`src/hw/sbank_defines.vh`:
```
`ifndef SBANK_DEFINES_VH
`define SBANK_DEFINES_VH

// ****************************************************************
// Register map
// ****************************************************************
`define SBANK_ADDR_W 7
`define SBANK_DATA_W 16
`define SBANK_ADDR_WAKE_LVL 7'h45
`define SBANK_ADDR_HS_FAULT 7'h46
`define SBANK_ADDR_BRIDGE_GENERAL_STATUS 7'h50
`define SBANK_RST_VAL 16'h0000

// ****************************************************************
// Field positions, active mode code, channel count and sync width
// ****************************************************************
`define SBANK_OT_HI 13
`define SBANK_OT_LO 10
`define SBANK_OL_HI 8
`define SBANK_OL_LO 5
`define SBANK_OC_HI 3
`define SBANK_OC_LO 0
`define SBANK_VOUT_HI 9
`define SBANK_VOUT_LO 6
`define SBANK_PWM3_BIT 2
`define SBANK_PWM1_BIT 0
`define SBANK_WAKE_HI 3
`define SBANK_WAKE_LO 0
`define SBANK_MODE_ACTIVE 2'b11
`define SBANK_NCH 4
`define SBANK_SYNC_W 22

`endif

```
`src/hw/sbank_sync.v`:
```
`timescale 1ns/100ps
// ****************************************************************
// Two-stage synchroniser, one chain per bit
// ****************************************************************
module sbank_sync #(
   parameter WIDTH = 1
) (
   core_clk,
   sys_rst,
   async_in,
   sync_out
);
   input wire core_clk;
   input wire sys_rst;
   input wire [WIDTH-1:0] async_in;
   output wire [WIDTH-1:0] sync_out;

   genvar i;
   generate
      for (i = 0; i < WIDTH; i = i + 1) begin : g_bit
         reg meta_q;
         reg stable_q;
         // First stage is read by the second stage only
         always @(posedge core_clk) begin
            if (sys_rst) begin
               meta_q <= 1'b0;
               stable_q <= 1'b0;
            end else begin
               meta_q <= async_in[i];
               stable_q <= meta_q;
            end
         end
         assign sync_out[i] = stable_q;
      end
   endgenerate
endmodule

```
`src/hw/sbank_top.v`:
```
`timescale 1ns/100ps
`include "sbank_defines.vh"
module sbank_top (
   core_clk,
   sys_rst,
   soft_rst,
   restart_evt,
   reg_addr,
   reg_rd_stb,
   reg_wr_stb,
   reg_wdata,
   reg_rdata,
   reg_rvalid,
   wake_pin,
   wake_update_mode,
   cyclic_active,
   wake_sample_stb,
   overtemp_det,
   open_load_det,
   overcurrent_det,
   bridge_out_cmp,
   pwm_input1_pin,
   pwm_input3_pin,
   bridge_mode_field,
   charge_pump_enable,
   wake_input_level_status,
   high_side_fault_status,
   bridge_general_status
);
   input wire core_clk;
   input wire sys_rst;
   input wire soft_rst;
   input wire restart_evt;
   input wire [`SBANK_ADDR_W-1:0] reg_addr;
   input wire reg_rd_stb;
   input wire reg_wr_stb;
   input wire [`SBANK_DATA_W-1:0] reg_wdata;
   output reg [`SBANK_DATA_W-1:0] reg_rdata;
   output reg reg_rvalid;
   input wire [`SBANK_NCH-1:0] wake_pin;
   input wire wake_update_mode;
   input wire cyclic_active;
   input wire wake_sample_stb;
   input wire [`SBANK_NCH-1:0] overtemp_det;
   input wire [`SBANK_NCH-1:0] open_load_det;
   input wire [`SBANK_NCH-1:0] overcurrent_det;
   input wire [`SBANK_NCH-1:0] bridge_out_cmp;
   input wire pwm_input1_pin;
   input wire pwm_input3_pin;
   input wire [2*`SBANK_NCH-1:0] bridge_mode_field;
   input wire charge_pump_enable;
   output wire [`SBANK_DATA_W-1:0] wake_input_level_status;
   output wire [`SBANK_DATA_W-1:0] high_side_fault_status;
   output wire [`SBANK_DATA_W-1:0] bridge_general_status;

   // ****************************************************************
   // Pin synchronisation
   // ****************************************************************
   wire [`SBANK_SYNC_W-1:0] pins_s;
   wire [`SBANK_NCH-1:0] wake_s;
   wire [`SBANK_NCH-1:0] ot_s;
   wire [`SBANK_NCH-1:0] ol_s;
   wire [`SBANK_NCH-1:0] oc_s;
   wire [`SBANK_NCH-1:0] vout_s;
   wire pwm1_s;
   wire pwm3_s;

   sbank_sync #(
      .WIDTH(`SBANK_SYNC_W)
   ) u_sync (
      .core_clk(core_clk),
      .sys_rst(sys_rst),
      .async_in({pwm_input3_pin, pwm_input1_pin, bridge_out_cmp,
                 overcurrent_det, open_load_det, overtemp_det,
                 wake_pin}),
      .sync_out(pins_s)
   );

   // Same field order as the chain input, so no positions are spelled out
   assign {pwm3_s, pwm1_s, vout_s, oc_s, ol_s, ot_s, wake_s} = pins_s;

   // ****************************************************************
   // Access decode
   // ****************************************************************
   wire rd_fault;
   wire rd_gen;
   wire rd_wake;
   wire hard_clr;

   assign rd_fault = reg_rd_stb && (reg_addr == `SBANK_ADDR_HS_FAULT);
   assign rd_gen = reg_rd_stb && (reg_addr == `SBANK_ADDR_BRIDGE_GENERAL_STATUS);
   assign rd_wake = reg_rd_stb && (reg_addr == `SBANK_ADDR_WAKE_LVL);
   // Soft reset acts like power-on for these registers
   assign hard_clr = sys_rst || soft_rst;

   // ****************************************************************
   // Wake input levels
   // ****************************************************************
   reg [`SBANK_NCH-1:0] wake_lvl_q;
   reg [`SBANK_NCH-1:0] wake_lvl_d;
   always @* begin
      wake_lvl_d = wake_lvl_q;
      if (wake_update_mode) begin
         if (!cyclic_active) begin
            wake_lvl_d = wake_s;
         end else if (wake_sample_stb) begin
            // Holds between samples so reads see the sampled level
            wake_lvl_d = wake_s;
         end
      end
   end

   always @(posedge core_clk) begin
      if (hard_clr) begin
         wake_lvl_q <= {`SBANK_NCH{1'b0}};
      end else begin
         wake_lvl_q <= wake_lvl_d;
      end
   end

   // ****************************************************************
   // High-side fault flags, cleared on read
   // ****************************************************************
   reg [`SBANK_NCH-1:0] ot_q;
   reg [`SBANK_NCH-1:0] ol_q;
   reg [`SBANK_NCH-1:0] oc_q;
   reg [`SBANK_NCH-1:0] ot_d;
   reg [`SBANK_NCH-1:0] ol_d;
   reg [`SBANK_NCH-1:0] oc_d;

   always @* begin
      ot_d = ot_q;
      ol_d = ol_q;
      oc_d = oc_q;
      if (rd_fault) begin
         ot_d = {`SBANK_NCH{1'b0}};
         ol_d = {`SBANK_NCH{1'b0}};
         oc_d = {`SBANK_NCH{1'b0}};
      end
      // Set after clear so an event in the read cycle survives
      ot_d = ot_d | ot_s;
      ol_d = ol_d | ol_s;
      oc_d = oc_d | oc_s;
   end

   always @(posedge core_clk) begin
      if (hard_clr) begin
         ot_q <= {`SBANK_NCH{1'b0}};
         ol_q <= {`SBANK_NCH{1'b0}};
         oc_q <= {`SBANK_NCH{1'b0}};
      end else begin
         // A restart leaves the flags untouched
         ot_q <= ot_d;
         ol_q <= ol_d;
         oc_q <= oc_d;
      end
   end

   // ****************************************************************
   // Bridge general status
   // ****************************************************************
   reg [`SBANK_NCH-1:0] vout_q;
   reg pwm1_q;
   reg pwm3_q;
   wire [`SBANK_NCH-1:0] vout_qual;

   genvar h;
   generate
      for (h = 0; h < `SBANK_NCH; h = h + 1) begin : g_hb
         // Level only means something while the bridge is driven
         assign vout_qual[h] = vout_s[h] && charge_pump_enable &&
            (bridge_mode_field[2*h+1:2*h] == `SBANK_MODE_ACTIVE);
      end
   endgenerate

   always @(posedge core_clk) begin
      if (hard_clr) begin
         vout_q <= {`SBANK_NCH{1'b0}};
         pwm1_q <= 1'b0;
         pwm3_q <= 1'b0;
      end else if (restart_evt) begin
         // Restart keeps only the live bits 7:6 and 0
         vout_q <= {2'b00, vout_qual[1:0]};
         pwm1_q <= pwm1_s;
         pwm3_q <= 1'b0;
      end else begin
         vout_q <= vout_qual;
         pwm1_q <= pwm1_s;
         pwm3_q <= pwm3_s;
      end
   end

   // ****************************************************************
   // Register images and read port
   // ****************************************************************
   reg [`SBANK_DATA_W-1:0] fault_img;
   reg [`SBANK_DATA_W-1:0] gen_img;
   reg [`SBANK_DATA_W-1:0] wake_img;

   always @* begin
      // Reserved positions stay zero; writes never reach them
      fault_img = `SBANK_RST_VAL;
      fault_img[`SBANK_OT_HI:`SBANK_OT_LO] = ot_q;
      fault_img[`SBANK_OL_HI:`SBANK_OL_LO] = ol_q;
      fault_img[`SBANK_OC_HI:`SBANK_OC_LO] = oc_q;
      gen_img = `SBANK_RST_VAL;
      gen_img[`SBANK_VOUT_HI:`SBANK_VOUT_LO] = vout_q;
      gen_img[`SBANK_PWM3_BIT] = pwm3_q;
      gen_img[`SBANK_PWM1_BIT] = pwm1_q;
      wake_img = `SBANK_RST_VAL;
      wake_img[`SBANK_WAKE_HI:`SBANK_WAKE_LO] = wake_lvl_q;
   end

   assign high_side_fault_status = fault_img;
   assign bridge_general_status = gen_img;
   assign wake_input_level_status = wake_img;

   // Writes are accepted and dropped: all three registers are status
   always @(posedge core_clk) begin
      if (sys_rst) begin
         reg_rdata <= `SBANK_RST_VAL;
         reg_rvalid <= 1'b0;
      end else begin
         reg_rvalid <= reg_rd_stb;
         if (rd_fault) begin
            reg_rdata <= fault_img;
         end else if (rd_gen) begin
            reg_rdata <= gen_img;
         end else if (rd_wake) begin
            reg_rdata <= wake_img;
         end else if (reg_rd_stb) begin
            reg_rdata <= `SBANK_RST_VAL;
         end
      end
   end
endmodule

```
`config.mk`:
```
export PLATFORM = sky130hd
export DESIGN_NAME = sbank_top
export DESIGN_NICKNAME = d
export VERILOG_FILES = /design/src/hw/sbank_sync.v /design/src/hw/sbank_top.v
export VERILOG_INCLUDE_DIRS = /design/src /design/src/hw
export SDC_FILE = /design/constraint.sdc
export NUM_CORES = 1
export LEC_CHECK = 0
export ABC_AREA = 1
export BUFFER_PORTS_ARGS = -buffer_cell sky130_fd_sc_hd__buf_2
export CORE_ASPECT_RATIO = 0.75
export CORE_MARGIN = 2
export CORE_UTILIZATION = 50
export CTS_CLUSTER_SIZE = 12
export DETAILED_ROUTE_END_ITERATION = 10
export GPL_ROUTABILITY_DRIVEN = 0
export HOLD_SLACK_MARGIN = 0.06
export PLACE_DENSITY = 0.84
export SLEW_MARGIN = 20
export SYNTH_ARGS = -nofsm -noshare
export SYNTH_HDL_FRONTEND = slang
export SYNTH_SLANG_ARGS = --single-unit
```
`constraint.sdc`:
```
create_clock -name core_clk -period 3.2 [get_ports core_clk]
set_clock_uncertainty 0.2 [all_clocks]
set_input_delay 0.8 -clock core_clk [delete_from_list [all_inputs] [get_ports core_clk]]
set_output_delay 0.8 -clock core_clk [all_outputs]
set_load 0.1 [all_outputs]
```
==> results, run 1 <==
- In the global route stage, overall resource usage came out at 0.1713.
- The relative contribution of combinational cells to total power is 0.156.
- 0 antenna diodes ended up in the layout.
- For this configuration, the core starts out at a cell density of 0.5298.
- The sequential-to-total area share from yosys stat is 0.5558.
- The relative slew slack is 0.6594.
- The clock insertion delay at the later pin of the skew report is 0.34 ns.
- The post-route cell area is 3358 um^2.
- Across all layers, the routed design uses 2131 vias.
- The total wire length after detailed routing is 5300 um.
- The family of cells with the greatest summed delay on the critical path is buffers and inverters.
- The critical path in this run is classified as reg2out.
- At the pin with the least slew margin, the transition time is 0.5109 ns.
- At the end of the flow, the number of nets in the layout was 495.
- The total power is 1.909 mW.
- The overall die width is 91.66 um.
- The pin count of the biggest net entering global routing is 55.
- Once layout is complete, the cells apart from fillers number 509.
- TritonCTS built the clock tree.
- The tree built by TritonCTS fans out to 80 sinks.
- The first TritonRoute pass finished after 4 iterations.
- The initial antenna violation count is 0.
- The via count of the first global-routing pass is 1909.
- The achievable frequency is 449.8 MHz.
- The root buffer cell chosen for the clock tree is sky130_fd_sc_hd__clkbuf_8.
- The average vias per placed instance is 4.187.
- The die covers 6393 um^2.
- For this run, asynchronously set or reset flops after synthesis account for 0.
- The worst hold-check path type is reg2reg.
- The critical path data required time is 2.20 ns.
- The launching element type of the critical path is a flip-flop.
- The type of element capturing the critical path is an output pin.
- The number of primary I/O pins is 128.
- The run finished with clean final reports.
- In this run the static leakage power is 1.789 nW.
- After routing, the total negative slack on setup checks comes to 0 ns.
- Together, buffers and inverters on the worst path number 1.
- The final setup violation count is 0.
- Row generation in the floorplan step produced 23 rows.
- The final-report hold violation count is 0.
- The count of buffers added by post-CTS timing repair for setup is 0.
- The number of buffers created by CTS is 9.
- The area of placed instances is 3217 um^2.
- The power density over cell area is 568.6 nW/um^2.
- Among all flip-flop cells after synthesis, the most frequent one is sky130_fd_sc_hd__dfxtp_1.
- The detailed-route wire length per cell is 10.41 um.
- The worst path needs 2.223 ns of the cycle, external delays included.
- For this run, the number of Yosys warnings is 0.
- From bottom edge to top edge, the die measures 69.75 um.
- The first-pass GRT wire length is 8521 um.
- The initial detailed-routing violation count is 82.
- The signal on the critical path passes through buf_2.
- After global routing the overflow that remains totals 0.
- The setup slack after placement is 1.114 ns.
- In this run the remaining antenna-violating nets after routing total 0.
- The cell count after synthesis is 351.
- The growth of design area from synthesis to finish is 16.54%.
- The clock tree buffer depth is 2.
- The number of slew-limit violations in the final report is 0.
- The synthesized design contains 0 enable-type register cells.
- The layout has 490 filler cells.
- The number of H-tree levels is 3.
- The number of buffers added on ports is 81.
- The share of synthesized area in the top cell type comes to 0.5558.
- The worst endpoint data arrival time is 1.22 ns.
- The sequential power share is 0.545.
- In the synthesized netlist, the cells that appear most often are sky130_fd_sc_hd__dfxtp_1, sky130_fd_sc_hd__nor2_1, sky130_fd_sc_hd__inv_1.
- Counting tap cells, the placed design contains a total of 496 instances.
- The internal power is 1.339 mW.
- The total half-perimeter wirelength after legalization and detailed placement is 3984 um.
- The clock slew seen by the registers of the worst setup and hold paths is 0.07 ns.
- Across the VDD grid, the largest voltage drop is 345.1 uV.
- The combined area of all synthesized cells is 2882 um^2.
- The biggest area contributor in the post-synthesis netlist is sky130_fd_sc_hd__dfxtp_1.
- Setup repair after global routing left no endpoint under its margin.
- The clock share of power is 0.299.
- After clock tree synthesis, the repair step resized 0 gates.
- By area the synthesized netlist is led by sky130_fd_sc_hd__dfxtp_1, sky130_fd_sc_hd__nor2_1, sky130_fd_sc_hd__buf_4.
- On the worst path, the slowest cell contributes a delay of 0.47 ns.
- Counting distinct cell types in the post-synthesis netlist gives 22.
- The most common cell in the netlist is sky130_fd_sc_hd__dfxtp_1.
- Across all setup checks in the final design, the least slack found is 0.9770 ns.
- The detailed-route DRC error count is 0.
- The switching share of total power is 0.2986.
- The mean instance size in the synthesized netlist is 8.209 um^2.
- Dividing the final minimum period by the clock period gives 0.6947.
- The tool flagged a number of max-cap violations equal to 0.
- In the final layout, the share of cells above drive strength 1 is 0.2558.
- The slowest stage of the critical path belongs to the cell sky130_fd_sc_hd__buf_2.
- The number of buffers inserted for hold repair after clock tree synthesis is 0.
- In this run the standard cell core region covers 5439 um^2.
- The flip-flop and latch count after synthesis is 80.
- The maximum fanout along the worst path is 3.
- The reported net switching power is 0.5701 mW.
-- logic make-up (layout without fill, tap and decap cells) --
kind of cell	after synthesis	in the layout	share of synthesized area
AOI/OAI and AO/OA	22	22	0.05124
buffers and inverters	104	159	0.1802
DFF	80	80	0.5558
other	1	29	0.001301
and+or+nand+nor	144	144	0.2115
-- cell type report --
type / count / area, um^2 / area share
Sequential cell: 80 / 1602 / 0.4769
Multi-Input combinational cell: 195 / 865.8 / 0.2578
Timing Repair Buffer: 82 / 412.9 / 0.1230
Inverter: 64 / 242.7 / 0.07228
Clock buffer: 11 / 131.4 / 0.03912
Tap cell: 75 / 93.84 / 0.02794
Clock inverter: 2 / 10.01 / 0.002981
-- power groups by stage --
stage / logic, mW / clock network (mW) / registers [mW]
final: 0.297 / 0.571 / 1.04
after global routing: 0.315 / 0.629 / 1.04
after CTS: 0.298 / 0.590 / 1.04
after detailed placement: 0.298 / 0 / 1.06
after global placement: 0.294 / 0 / 1.06
after floorplan: 0.235 / 0 / 1.11
-- routing by layer --
metal | share of wire | global-route usage | up-vias
met5 | 0 | 0 | -
met4 | 0.0064 | 0.05556 | 0
met3 | 0.086 | 0.08261 | 6
met2 | 0.48 | 0.2802 | 71
met1 | 0.43 | 0.1973 | 921
li1 | - | - | 1133
-- placed cells by master, fill, tap and decap left out, drive strengths merged --
cell    Yosys  final
a21oi      18     18
buf        39     82
clkbuf      1     11
clkinv      0      2
conb        1     29
dfxtp      80     80
inv        64     64
nand2      38     38
nand3      23     23
nor2       80     80
nor3        2      2
nor3b       1      1
o21ai       4      4
-- through the flow --
stage | hold slack, ns | util
finish | 0.1975 | 0.6174
global route | 0.2190 | 0.6174
CTS | 0.2015 | 0.6174
detailed placement | 0.1916 | 0.5914
global placement | 0.1908 | 0.5914
floorplan | 0.1883 | -
-- flip-flops by register name, summed over array words and instances (netlist names) --
signal                 flops
wake_lvl_q                 4
vout_q                     4
oc_q                       4
reg_rvalid                 1
ot_q                       4
pwm1_q                     1
ol_q                       4
pwm3_q                     1
u_sync.g_bit.meta_q       22
reg_rdata                 13
u_sync.g_bit.stable_q     22
-- tightest hold or removal path, stage by stage (launching register included) --
cell and delay (ns):
sky130_fd_sc_hd__dfxtp_1 0.30, sky130_fd_sc_hd__inv_1 0.04, sky130_fd_sc_hd__nor2_1 0.03
-- worst paths after layout --
kind | slack (ns) | cells after the start | end | startpoint
worst max-delay path | 0.98 | 1 | high_side_fault_status[3] | oc_q[3]$_SDFF_PP0_
worst min-delay path | 0.20 | 2 | u_sync.g_bit[3].stable_q$_SDFF_PP0_ | u_sync.g_bit[3].meta_q$_SDFF_PP0_
worst max register to register | 2.23 | 4 | reg_rdata[0]$_SDFFE_PP0P_ | oc_q[0]$_SDFF_PP0_
worst min register to register | 0.20 | 2 | u_sync.g_bit[3].stable_q$_SDFF_PP0_ | u_sync.g_bit[3].meta_q$_SDFF_PP0_
(Power assumes the default switching activity.)
==> run 2, diff against run 1 <==
CORE_UTILIZATION = 46   (was 50)
PLACE_DENSITY = 0.78   (was 0.84)
clock period = 2.32 ns   (was 3.2 ns; I/O delays follow)
==> results, run 2 (synthesis results as in run 1) <==
- The fraction of the core area covered by cells at the end of the flow came to 0.5821 (was 0.6174).
- The cell depth of the worst min-delay path is 2 (unchanged).
- The total half-perimeter wirelength after legalization and detailed placement came to 3933 um (was 3984 um).
- The power density over cell area is 861.6 nW/um^2 (was 568.6 nW/um^2).
- The slowest cell on the critical path is sky130_fd_sc_hd__buf_2 (unchanged).
- The starting utilization of the core area is 0.4846 (was 0.5298).
- The total power is 2.982 mW (was 1.909 mW).
- The launching element type of the critical path is a flip-flop (unchanged).
- The number of violations of the max-capacitance limit came to 0 (unchanged).
- The most common library cell in the layout ignoring fill and taps is sky130_fd_sc_hd__buf_2 (unchanged).
- The worst hold-check path type is reg2reg (unchanged).
- The count of clock tree sinks is 80 (unchanged).
- The critical path data required time is 1.54 ns (was 2.20 ns).
- The average vias per placed instance came to 4.141 (was 4.187).
- The pin count of the biggest net entering global routing came to 44 (was 55).
- The maximum fanout along the worst path is 3 (unchanged).
- The total negative slack is 0 ns (unchanged).
- The layout cell share with drive strength beyond 1 is 0.2626 (was 0.2558).
- The tightest hold margin was 0.2012 ns (was 0.1975 ns).
- The number of primary I/O pins is 128 (unchanged).
- The reg-to-reg startpoint is oc_q[0]$_SDFF_PP0_ (unchanged).
- The slack of the worst reg-to-reg path is 1.35 ns (was 2.23 ns).
- The number of H-tree levels is 3 (unchanged).
- The overall die width is 95.39 um (was 91.66 um).
- The critical register-to-register path endpoint is reg_rdata[0]$_SDFFE_PP0P_ (unchanged).
- The detailed-route DRC error count is 0 (unchanged).
- The number of diodes added for antenna fixing is 0 (unchanged).
- The detailed-route via count is 2137 (was 2131).
- The launch point of the worst hold path is u_sync.g_bit[10].meta_q$_SDFF_PP0_ (was u_sync.g_bit[3].meta_q$_SDFF_PP0_).
- The type of element capturing the critical path was an output pin (unchanged).
- The net total in the final layout is 496 (was 495).
- The clock insertion delay at the later pin of the skew report came to 0.34 ns (about the same).
- The worst endpoint data arrival time is 1.19 ns (was 1.22 ns).
- The total routing usage reported by global routing was 0.1646 (was 0.1713).
- Most frequent cells in the layout: sky130_fd_sc_hd__buf_2, sky130_fd_sc_hd__dfxtp_1, sky130_fd_sc_hd__nor2_1 (unchanged).
- The clock tree buffer depth is 2 (unchanged).
- Subtracting the final worst setup slack from the clock period gives 1.974 ns.
- The final-report hold violation count came to 0 (unchanged).
- Cell-by-cell listing of the critical path: buf_2 (unchanged).
- The floorplan row count is 24 (was 23).
- The number of buffers inserted for hold repair after clock tree synthesis is 0 (unchanged).
- The peak supply drop is 382.8 uV (was 345.1 uV).
- The leakage component of the power is 1.836 nW (was 1.789 nW).
- The detailed-router iteration count before antenna repair is 4 (unchanged).
- Outcome: finished clean (unchanged).
- The critical setup path kind is reg2out (unchanged).
- The initial detailed-routing violation count is 117 (was 82).
- The die area was 6920 um^2 (was 6393 um^2).
- Largest regs: u_sync.g_bit.meta_q x22, u_sync.g_bit.stable_q x22, reg_rdata x13 (unchanged).
- The number of buffers added on ports is 81 (unchanged).
- The total buffers and inverters traversed by the critical path is 1 (unchanged).
- The growth of design area from synthesis to finish was 20.10% (was 16.54%).
- The count of buffers added by post-CTS timing repair for setup is 0 (unchanged).
- The worst reg2reg path depth came to 4 (unchanged).
- The clock slew seen by the registers of the worst setup and hold paths is 0.07 ns (about the same).
- The initial antenna violation count is 0 (unchanged).
- The final setup violation count is 0 (unchanged).
- The post-cts repair resize count is 0 (unchanged).
- The detailed-route wire length per cell is 10.29 um (was 10.41 um).
- The first-pass GRT wire length is 8618 um (was 8521 um).
- The leftover overflow at the end of global routing is 0 (unchanged).
- The sequential cell area in the final layout is 1602 um^2 (unchanged).
- The clock tree from TritonCTS is done (unchanged).
- The hold path endpoint is u_sync.g_bit[10].stable_q$_SDFF_PP0_ (was u_sync.g_bit[3].stable_q$_SDFF_PP0_).
- The family of cells with the greatest summed delay on the critical path was buffers and inverters (unchanged).
- Timing would allow up to 506.5 MHz.
- The number of slew-limit violations in the final report came to 0 (unchanged).
- The via count of the first global-routing pass is 1948 (was 1909).
- The footprint of the multi-input gates is 865.8 um^2 (unchanged).
- The area of the core is 5946 um^2 (was 5439 um^2).
- The count of filler cells inserted in the layout is 572 (was 490).
- The residual antenna-violating net count after detailed routing is 0 (unchanged).
- The maximum cell stage delay along the critical path was 0.46 ns (was 0.47 ns).
- Setup repair after global routing missed its margin: no (unchanged).
- The height of the die is 72.55 um (was 69.75 um).
- The final worst setup slack came to 0.3457 ns (was 0.9770 ns).
- Dividing the final minimum period by the clock period gives 0.8510.
- The number of buffers created by CTS is 9 (unchanged).
- The total wire length after detailed routing is 5311 um (was 5300 um).
- The setup slack after placement came to 0.3782 ns (was 1.114 ns).
- The buffer type at the clock tree root is sky130_fd_sc_hd__clkbuf_8 (unchanged).
## run 2: cell types whose count changed in the layout (fill, tap and decap cells not counted)
cell / previous run / this run
sky130_fd_sc_hd__clkbuf_8: 9 / 12
sky130_fd_sc_hd__clkinv_2: 2 / 0
sky130_fd_sc_hd__buf_4: 1 / 2
sky130_fd_sc_hd__bufinv_16: 0 / 2
## run 2: worst max-delay path by stage
stage,start,endpoint,slack [ns],cells after the start
2_1_floorplan,oc_q[2]$_SDFF_PP0_,high_side_fault_status[2],0.58,0
3_3_place_gp,reg_addr[5],reg_rdata[3]$_SDFFE_PP0P_,0.46,10
3_5_place_dp,reg_addr[5],reg_rdata[3]$_SDFFE_PP0P_,0.38,10
4_1_cts,oc_q[2]$_SDFF_PP0_,high_side_fault_status[2],0.33,1
5_1_grt,oc_q[3]$_SDFF_PP0_,high_side_fault_status[3],0.28,1
6_report,oc_q[2]$_SDFF_PP0_,high_side_fault_status[2],0.35,1
## run 2: worst reg2reg max path: stages (launching register included)
cell and delay, ns:
sky130_fd_sc_hd__dfxtp_1 0.35, sky130_fd_sc_hd__nand3_1 0.09, sky130_fd_sc_hd__nand3_1 0.07, sky130_fd_sc_hd__nor2_1 0.09, sky130_fd_sc_hd__nor2_1 0.04
## run 2: where the power goes
part / internal [mW] / total, mW / leakage, nW / switching (mW)
Combinational: 0.0631 / 0.412 / 1.06 / 0.348
Sequential: 1.42 / 1.43 / 0.655 / 0.0173
Clock: 0.696 / 1.14 / 0.117 / 0.440
Total: 2.18 / 2.98 / 1.84 / 0.806
## run 2: stage by stage
step | area (um^2) | cells
floorplan | 2987 | 379
global placement | 3228 | 500
detailed placement | 3228 | 500
CTS | 3461 | 516
global route | 3461 | 516
finish | 3461 | 516
## run 2: per-layer routing
metal,routed length [um],vias up,GRT usage
met2,2448,68,0.2496
met3,479,6,0.07580
met4,31,0,0.05556
met5,0,-,0
li1,-,1142,-
met1,2352,921,0.2088
## run 2: cell type report
| cell class | count | share of cell area |
|---|---|---|
| Inverter | 64 | 0.07014 |
| Multi-Input combinational cell | 195 | 0.2502 |
| Timing Repair Buffer | 83 | 0.1215 |
| Clock inverter | 2 | 0.01735 |
| Tap cell | 78 | 0.02820 |
| Sequential cell | 80 | 0.4628 |
| Clock buffer | 14 | 0.04989 |
==> run 3, diff against run 2 <==
CORE_UTILIZATION = 47   (was 46)
GPL_TIMING_DRIVEN = 0   (was not set)
SYNTH_HIERARCHICAL = 1   (was not set)
==> results, run 3 <==
- The peak supply drop is 371.6 uV (was 382.8 uV).
- The maximum fanout along the worst path is 3 (unchanged).
- The final setup violation count came to 0 (unchanged).
- The total routing usage reported by global routing is 0.1695 (was 0.1646).
- The number of buffers created by CTS is 9 (unchanged).
- The leakage component of the power is 2.157 nW (was 1.836 nW).
- The count of filler cells inserted in the layout was 567 (was 572).
- The total half-perimeter wirelength after legalization and detailed placement came to 4535 um (was 3933 um).
- The achievable frequency was 501.0 MHz (was 506.5 MHz).
- The slack of the worst reg-to-reg path was 1.33 ns (was 1.35 ns).
- The number of buffers added on ports is 79 (was 81).
- The fraction of registers with async set/reset is 0 (unchanged).
- The first-pass GRT wire length is 9742 um (was 8618 um).
- The clock slew seen by the registers of the worst setup and hold paths came to 0.08 ns (was 0.07 ns).
- The clock insertion delay at the later pin of the skew report is 0.33 ns (was 0.34 ns).
- The final worst-path cycle share is 0.8604 (was 0.8510).
- The most common library cell in the layout ignoring fill and taps is sky130_fd_sc_hd__buf_2 (unchanged).
- The number of distinct standard cells referenced by the synthesized netlist is 21 (was 22).
- At the pin with the least slew margin, the transition time is 0.5153 ns.
- The net total in the final layout is 555 (was 496).
- The post-cts repair resize count is 0 (unchanged).
- The overall die width is 97.81 um (was 95.39 um).
- The critical setup path kind is reg2out (unchanged).
- The most used flip-flop cell after synthesis is sky130_fd_sc_hd__dfxtp_1 (unchanged).
- The pin count of the biggest net entering global routing is 15 (was 44).
- The combined area of all synthesized cells is 3102 um^2 (was 2882 um^2).
- The clock tree from TritonCTS is done (unchanged).
- The type of element capturing the critical path is an output pin (unchanged).
- The leftover overflow at the end of global routing is 0 (unchanged).
- The launching element type of the critical path is a flip-flop (unchanged).
- The tightest hold margin is 0.2043 ns (was 0.2012 ns).
- The flip-flop and latch count after synthesis is 80 (unchanged).
- The footprint of the multi-input gates was 872.1 um^2 (was 865.8 um^2).
- The initial detailed-routing violation count came to 114 (was 117).
- The average vias per placed instance is 4.106 (was 4.141).
- The number of violations of the max-capacitance limit is 0 (unchanged).
- The floorplan row count is 25 (was 24).
- The buffer type at the clock tree root is sky130_fd_sc_hd__clkbuf_8 (unchanged).
- The die area is 7272 um^2 (was 6920 um^2).
- The height of the die is 74.36 um (was 72.55 um).
- The number of standard cells in the final layout excluding fillers is 578 (was 516).
- The detailed-router iteration count before antenna repair was 4 (unchanged).
- Leading cell types by total area after synthesis: sky130_fd_sc_hd__dfxtp_1, sky130_fd_sc_hd__buf_4, sky130_fd_sc_hd__nor2_1 (was sky130_fd_sc_hd__dfxtp_1, sky130_fd_sc_hd__nor2_1, sky130_fd_sc_hd__buf_4).
- The worst hold-check path type is reg2reg (unchanged).
- The slowest cell on the critical path is sky130_fd_sc_hd__buf_2 (unchanged).
- Largest regs: u_sync/g_bit.meta_q x22, u_sync/g_bit.stable_q x22, reg_rdata x13 (was u_sync.g_bit.meta_q x22, u_sync.g_bit.stable_q x22, reg_rdata x13).
- The count of clock tree sinks is 80 (unchanged).
- The total negative slack is 0 ns (unchanged).
- The starting utilization of the core area came to 0.4885 (was 0.4846).
- The sequential-to-total area share from yosys stat is 0.5163 (was 0.5558).
- The critical path data required time is 1.54 ns (about the same).
- The total buffers and inverters traversed by the critical path came to 1 (unchanged).
- The number of slew-limit violations in the final report is 0 (unchanged).
- The clock tree buffer depth was 2 (unchanged).
- The layout cell share with drive strength beyond 1 is 0.3441 (was 0.2626).
- The number of placed instances, taps included is 562 (was 500).
- The growth of design area from synthesis to finish is 28.28% (was 20.10%).
- The power density over cell area is 820.3 nW/um^2 (was 861.6 nW/um^2).
- The number of flops mapped to enable cells by yosys came to 0 (unchanged).
- The family of cells with the greatest summed delay on the critical path is buffers and inverters (unchanged).
- Cell-by-cell listing of the critical path: buf_2 (unchanged).
- Most frequent cells in the layout: sky130_fd_sc_hd__buf_2, sky130_fd_sc_hd__dfxtp_1, sky130_fd_sc_hd__nor2_1 (unchanged).
- The mean instance size in the synthesized netlist is 8.293 um^2 (was 8.209 um^2).
- The detailed-route DRC error count is 0 (unchanged).
- The count of buffers added by post-CTS timing repair for setup came to 0 (unchanged).
- The initial antenna violation count was 0 (unchanged).
- The total wire length after detailed routing was 6019 um (was 5311 um).
- Outcome: finished clean (unchanged).
- The total power is 3.264 mW (was 2.982 mW).
- The via count of the first global-routing pass is 2216 (was 1948).
- The residual antenna-violating net count after detailed routing is 0 (unchanged).
- The area of the core is 6350 um^2 (was 5946 um^2).
- The most common cell in the netlist is sky130_fd_sc_hd__dfxtp_1 (unchanged).
- The number of buffers inserted for hold repair after clock tree synthesis came to 0 (unchanged).
- The worst endpoint data arrival time is 1.22 ns (was 1.19 ns).
- The largest area contributor in the netlist was sky130_fd_sc_hd__dfxtp_1 (unchanged).
- The share of Yosys cell area claimed by the top area cell type is 0.5163 (was 0.5558).
- The detailed-route wire length per cell is 10.41 um (was 10.29 um).
- The relative slew slack is 0.6565.
- The number of primary I/O pins is 128 (unchanged).
- The detailed-route via count is 2373 (was 2137).
- The number of warnings reported in the yosys synthesis log is 6 (was 0).
- Ranking of synthesized cells by instance count: sky130_fd_sc_hd__dfxtp_1, sky130_fd_sc_hd__nor2_1, sky130_fd_sc_hd__inv_1 (unchanged).
- Setup repair after global routing missed its margin: no (unchanged).
- The number of diodes added for antenna fixing was 0 (unchanged).
- The number of H-tree levels came to 3 (unchanged).
- The cell count after synthesis came to 374 (was 351).
- The final-report hold violation count is 0 (unchanged).
- The sequential cell area in the final layout is 1602 um^2 (unchanged).
- The final period demand of the worst path was 1.996 ns (was 1.974 ns).
- The maximum cell stage delay along the critical path came to 0.47 ns (was 0.46 ns).
-- run 3: cell types whose count changed after synthesis, moves of 2 or more --
cell                      change
sky130_fd_sc_hd__buf_4       +22
sky130_fd_sc_hd__nand2_1      -2
sky130_fd_sc_hd__nor2_1       -3
sky130_fd_sc_hd__buf_1        -5
sky130_fd_sc_hd__nand3_1      -2
sky130_fd_sc_hd__nand4_1      +9
sky130_fd_sc_hd__nor2_2       -2
sky130_fd_sc_hd__buf_6        +6
-- run 3: cells by family after synthesis --
kind of cell           share of synthesized area
buffers and inverters                     0.2364
AO/OA/AOI/OAI                            0.04760
AND/OR/NAND/NOR                           0.1985
other                                   0.001209
flip-flops                                0.5163
-- run 3: report_power, final --
part | total [mW] | switching [mW] | internal (mW)
Clock | 1.34 | 0.484 | 0.859
Sequential | 1.43 | 0.0168 | 1.42
Combinational | 0.488 | 0.366 | 0.122
Total | 3.26 | 0.866 | 2.40
-- run 3: per-stage QoR --
| step | utilization | instance area, um^2 | setup slack [ns] |
|---|---|---|---|
| floorplan | - | 3207 | 0.5825 |
| global placement | 0.5833 | 3704 | 0.3652 |
| detailed placement | 0.5833 | 3704 | 0.3242 |
| CTS | 0.6266 | 3979 | 0.3203 |
| global route | 0.6266 | 3979 | 0.2745 |
| finish | 0.6266 | 3979 | 0.3239 |
-- run 3: layer usage --
metal | vias to the layer above | global-route usage | routed length, um
met4 | 0 | 0.05247 | 71
li1 | 1277 | - | -
met3 | 6 | 0.05451 | 339
met1 | 1022 | 0.2011 | 2588
met2 | 68 | 0.3004 | 3020
met5 | - | 0 | 0
-- run 3: layout make-up --
| type | count | share of cell area |
|---|---|---|
| repair buffers | 79 | 0.09937 |
| clock inverters | 6 | 0.03459 |
| clock buffers | 10 | 0.03459 |
| flip-flops and latches | 80 | 0.4025 |
| well taps | 81 | 0.02547 |
| inverters | 63 | 0.06006 |
| multi-input cells | 195 | 0.2192 |
| plain buffers | 64 | 0.1242 |
-- run 3: path summary, 6_finish.rpt --
kind                                      startpoint                                    to  cells after the start
hold / removal    u_sync/g_bit[20].meta_q$_SDFF_PP0_  u_sync/g_bit[20].stable_q$_SDFF_PP0_                      2
hold reg to reg   u_sync/g_bit[20].meta_q$_SDFF_PP0_  u_sync/g_bit[20].stable_q$_SDFF_PP0_                      2
setup reg to reg                  ol_q[1]$_SDFF_PP0_             reg_rdata[6]$_SDFFE_PP0P_                      4
setup / recovery                  ol_q[2]$_SDFF_PP0_             high_side_fault_status[7]                      1
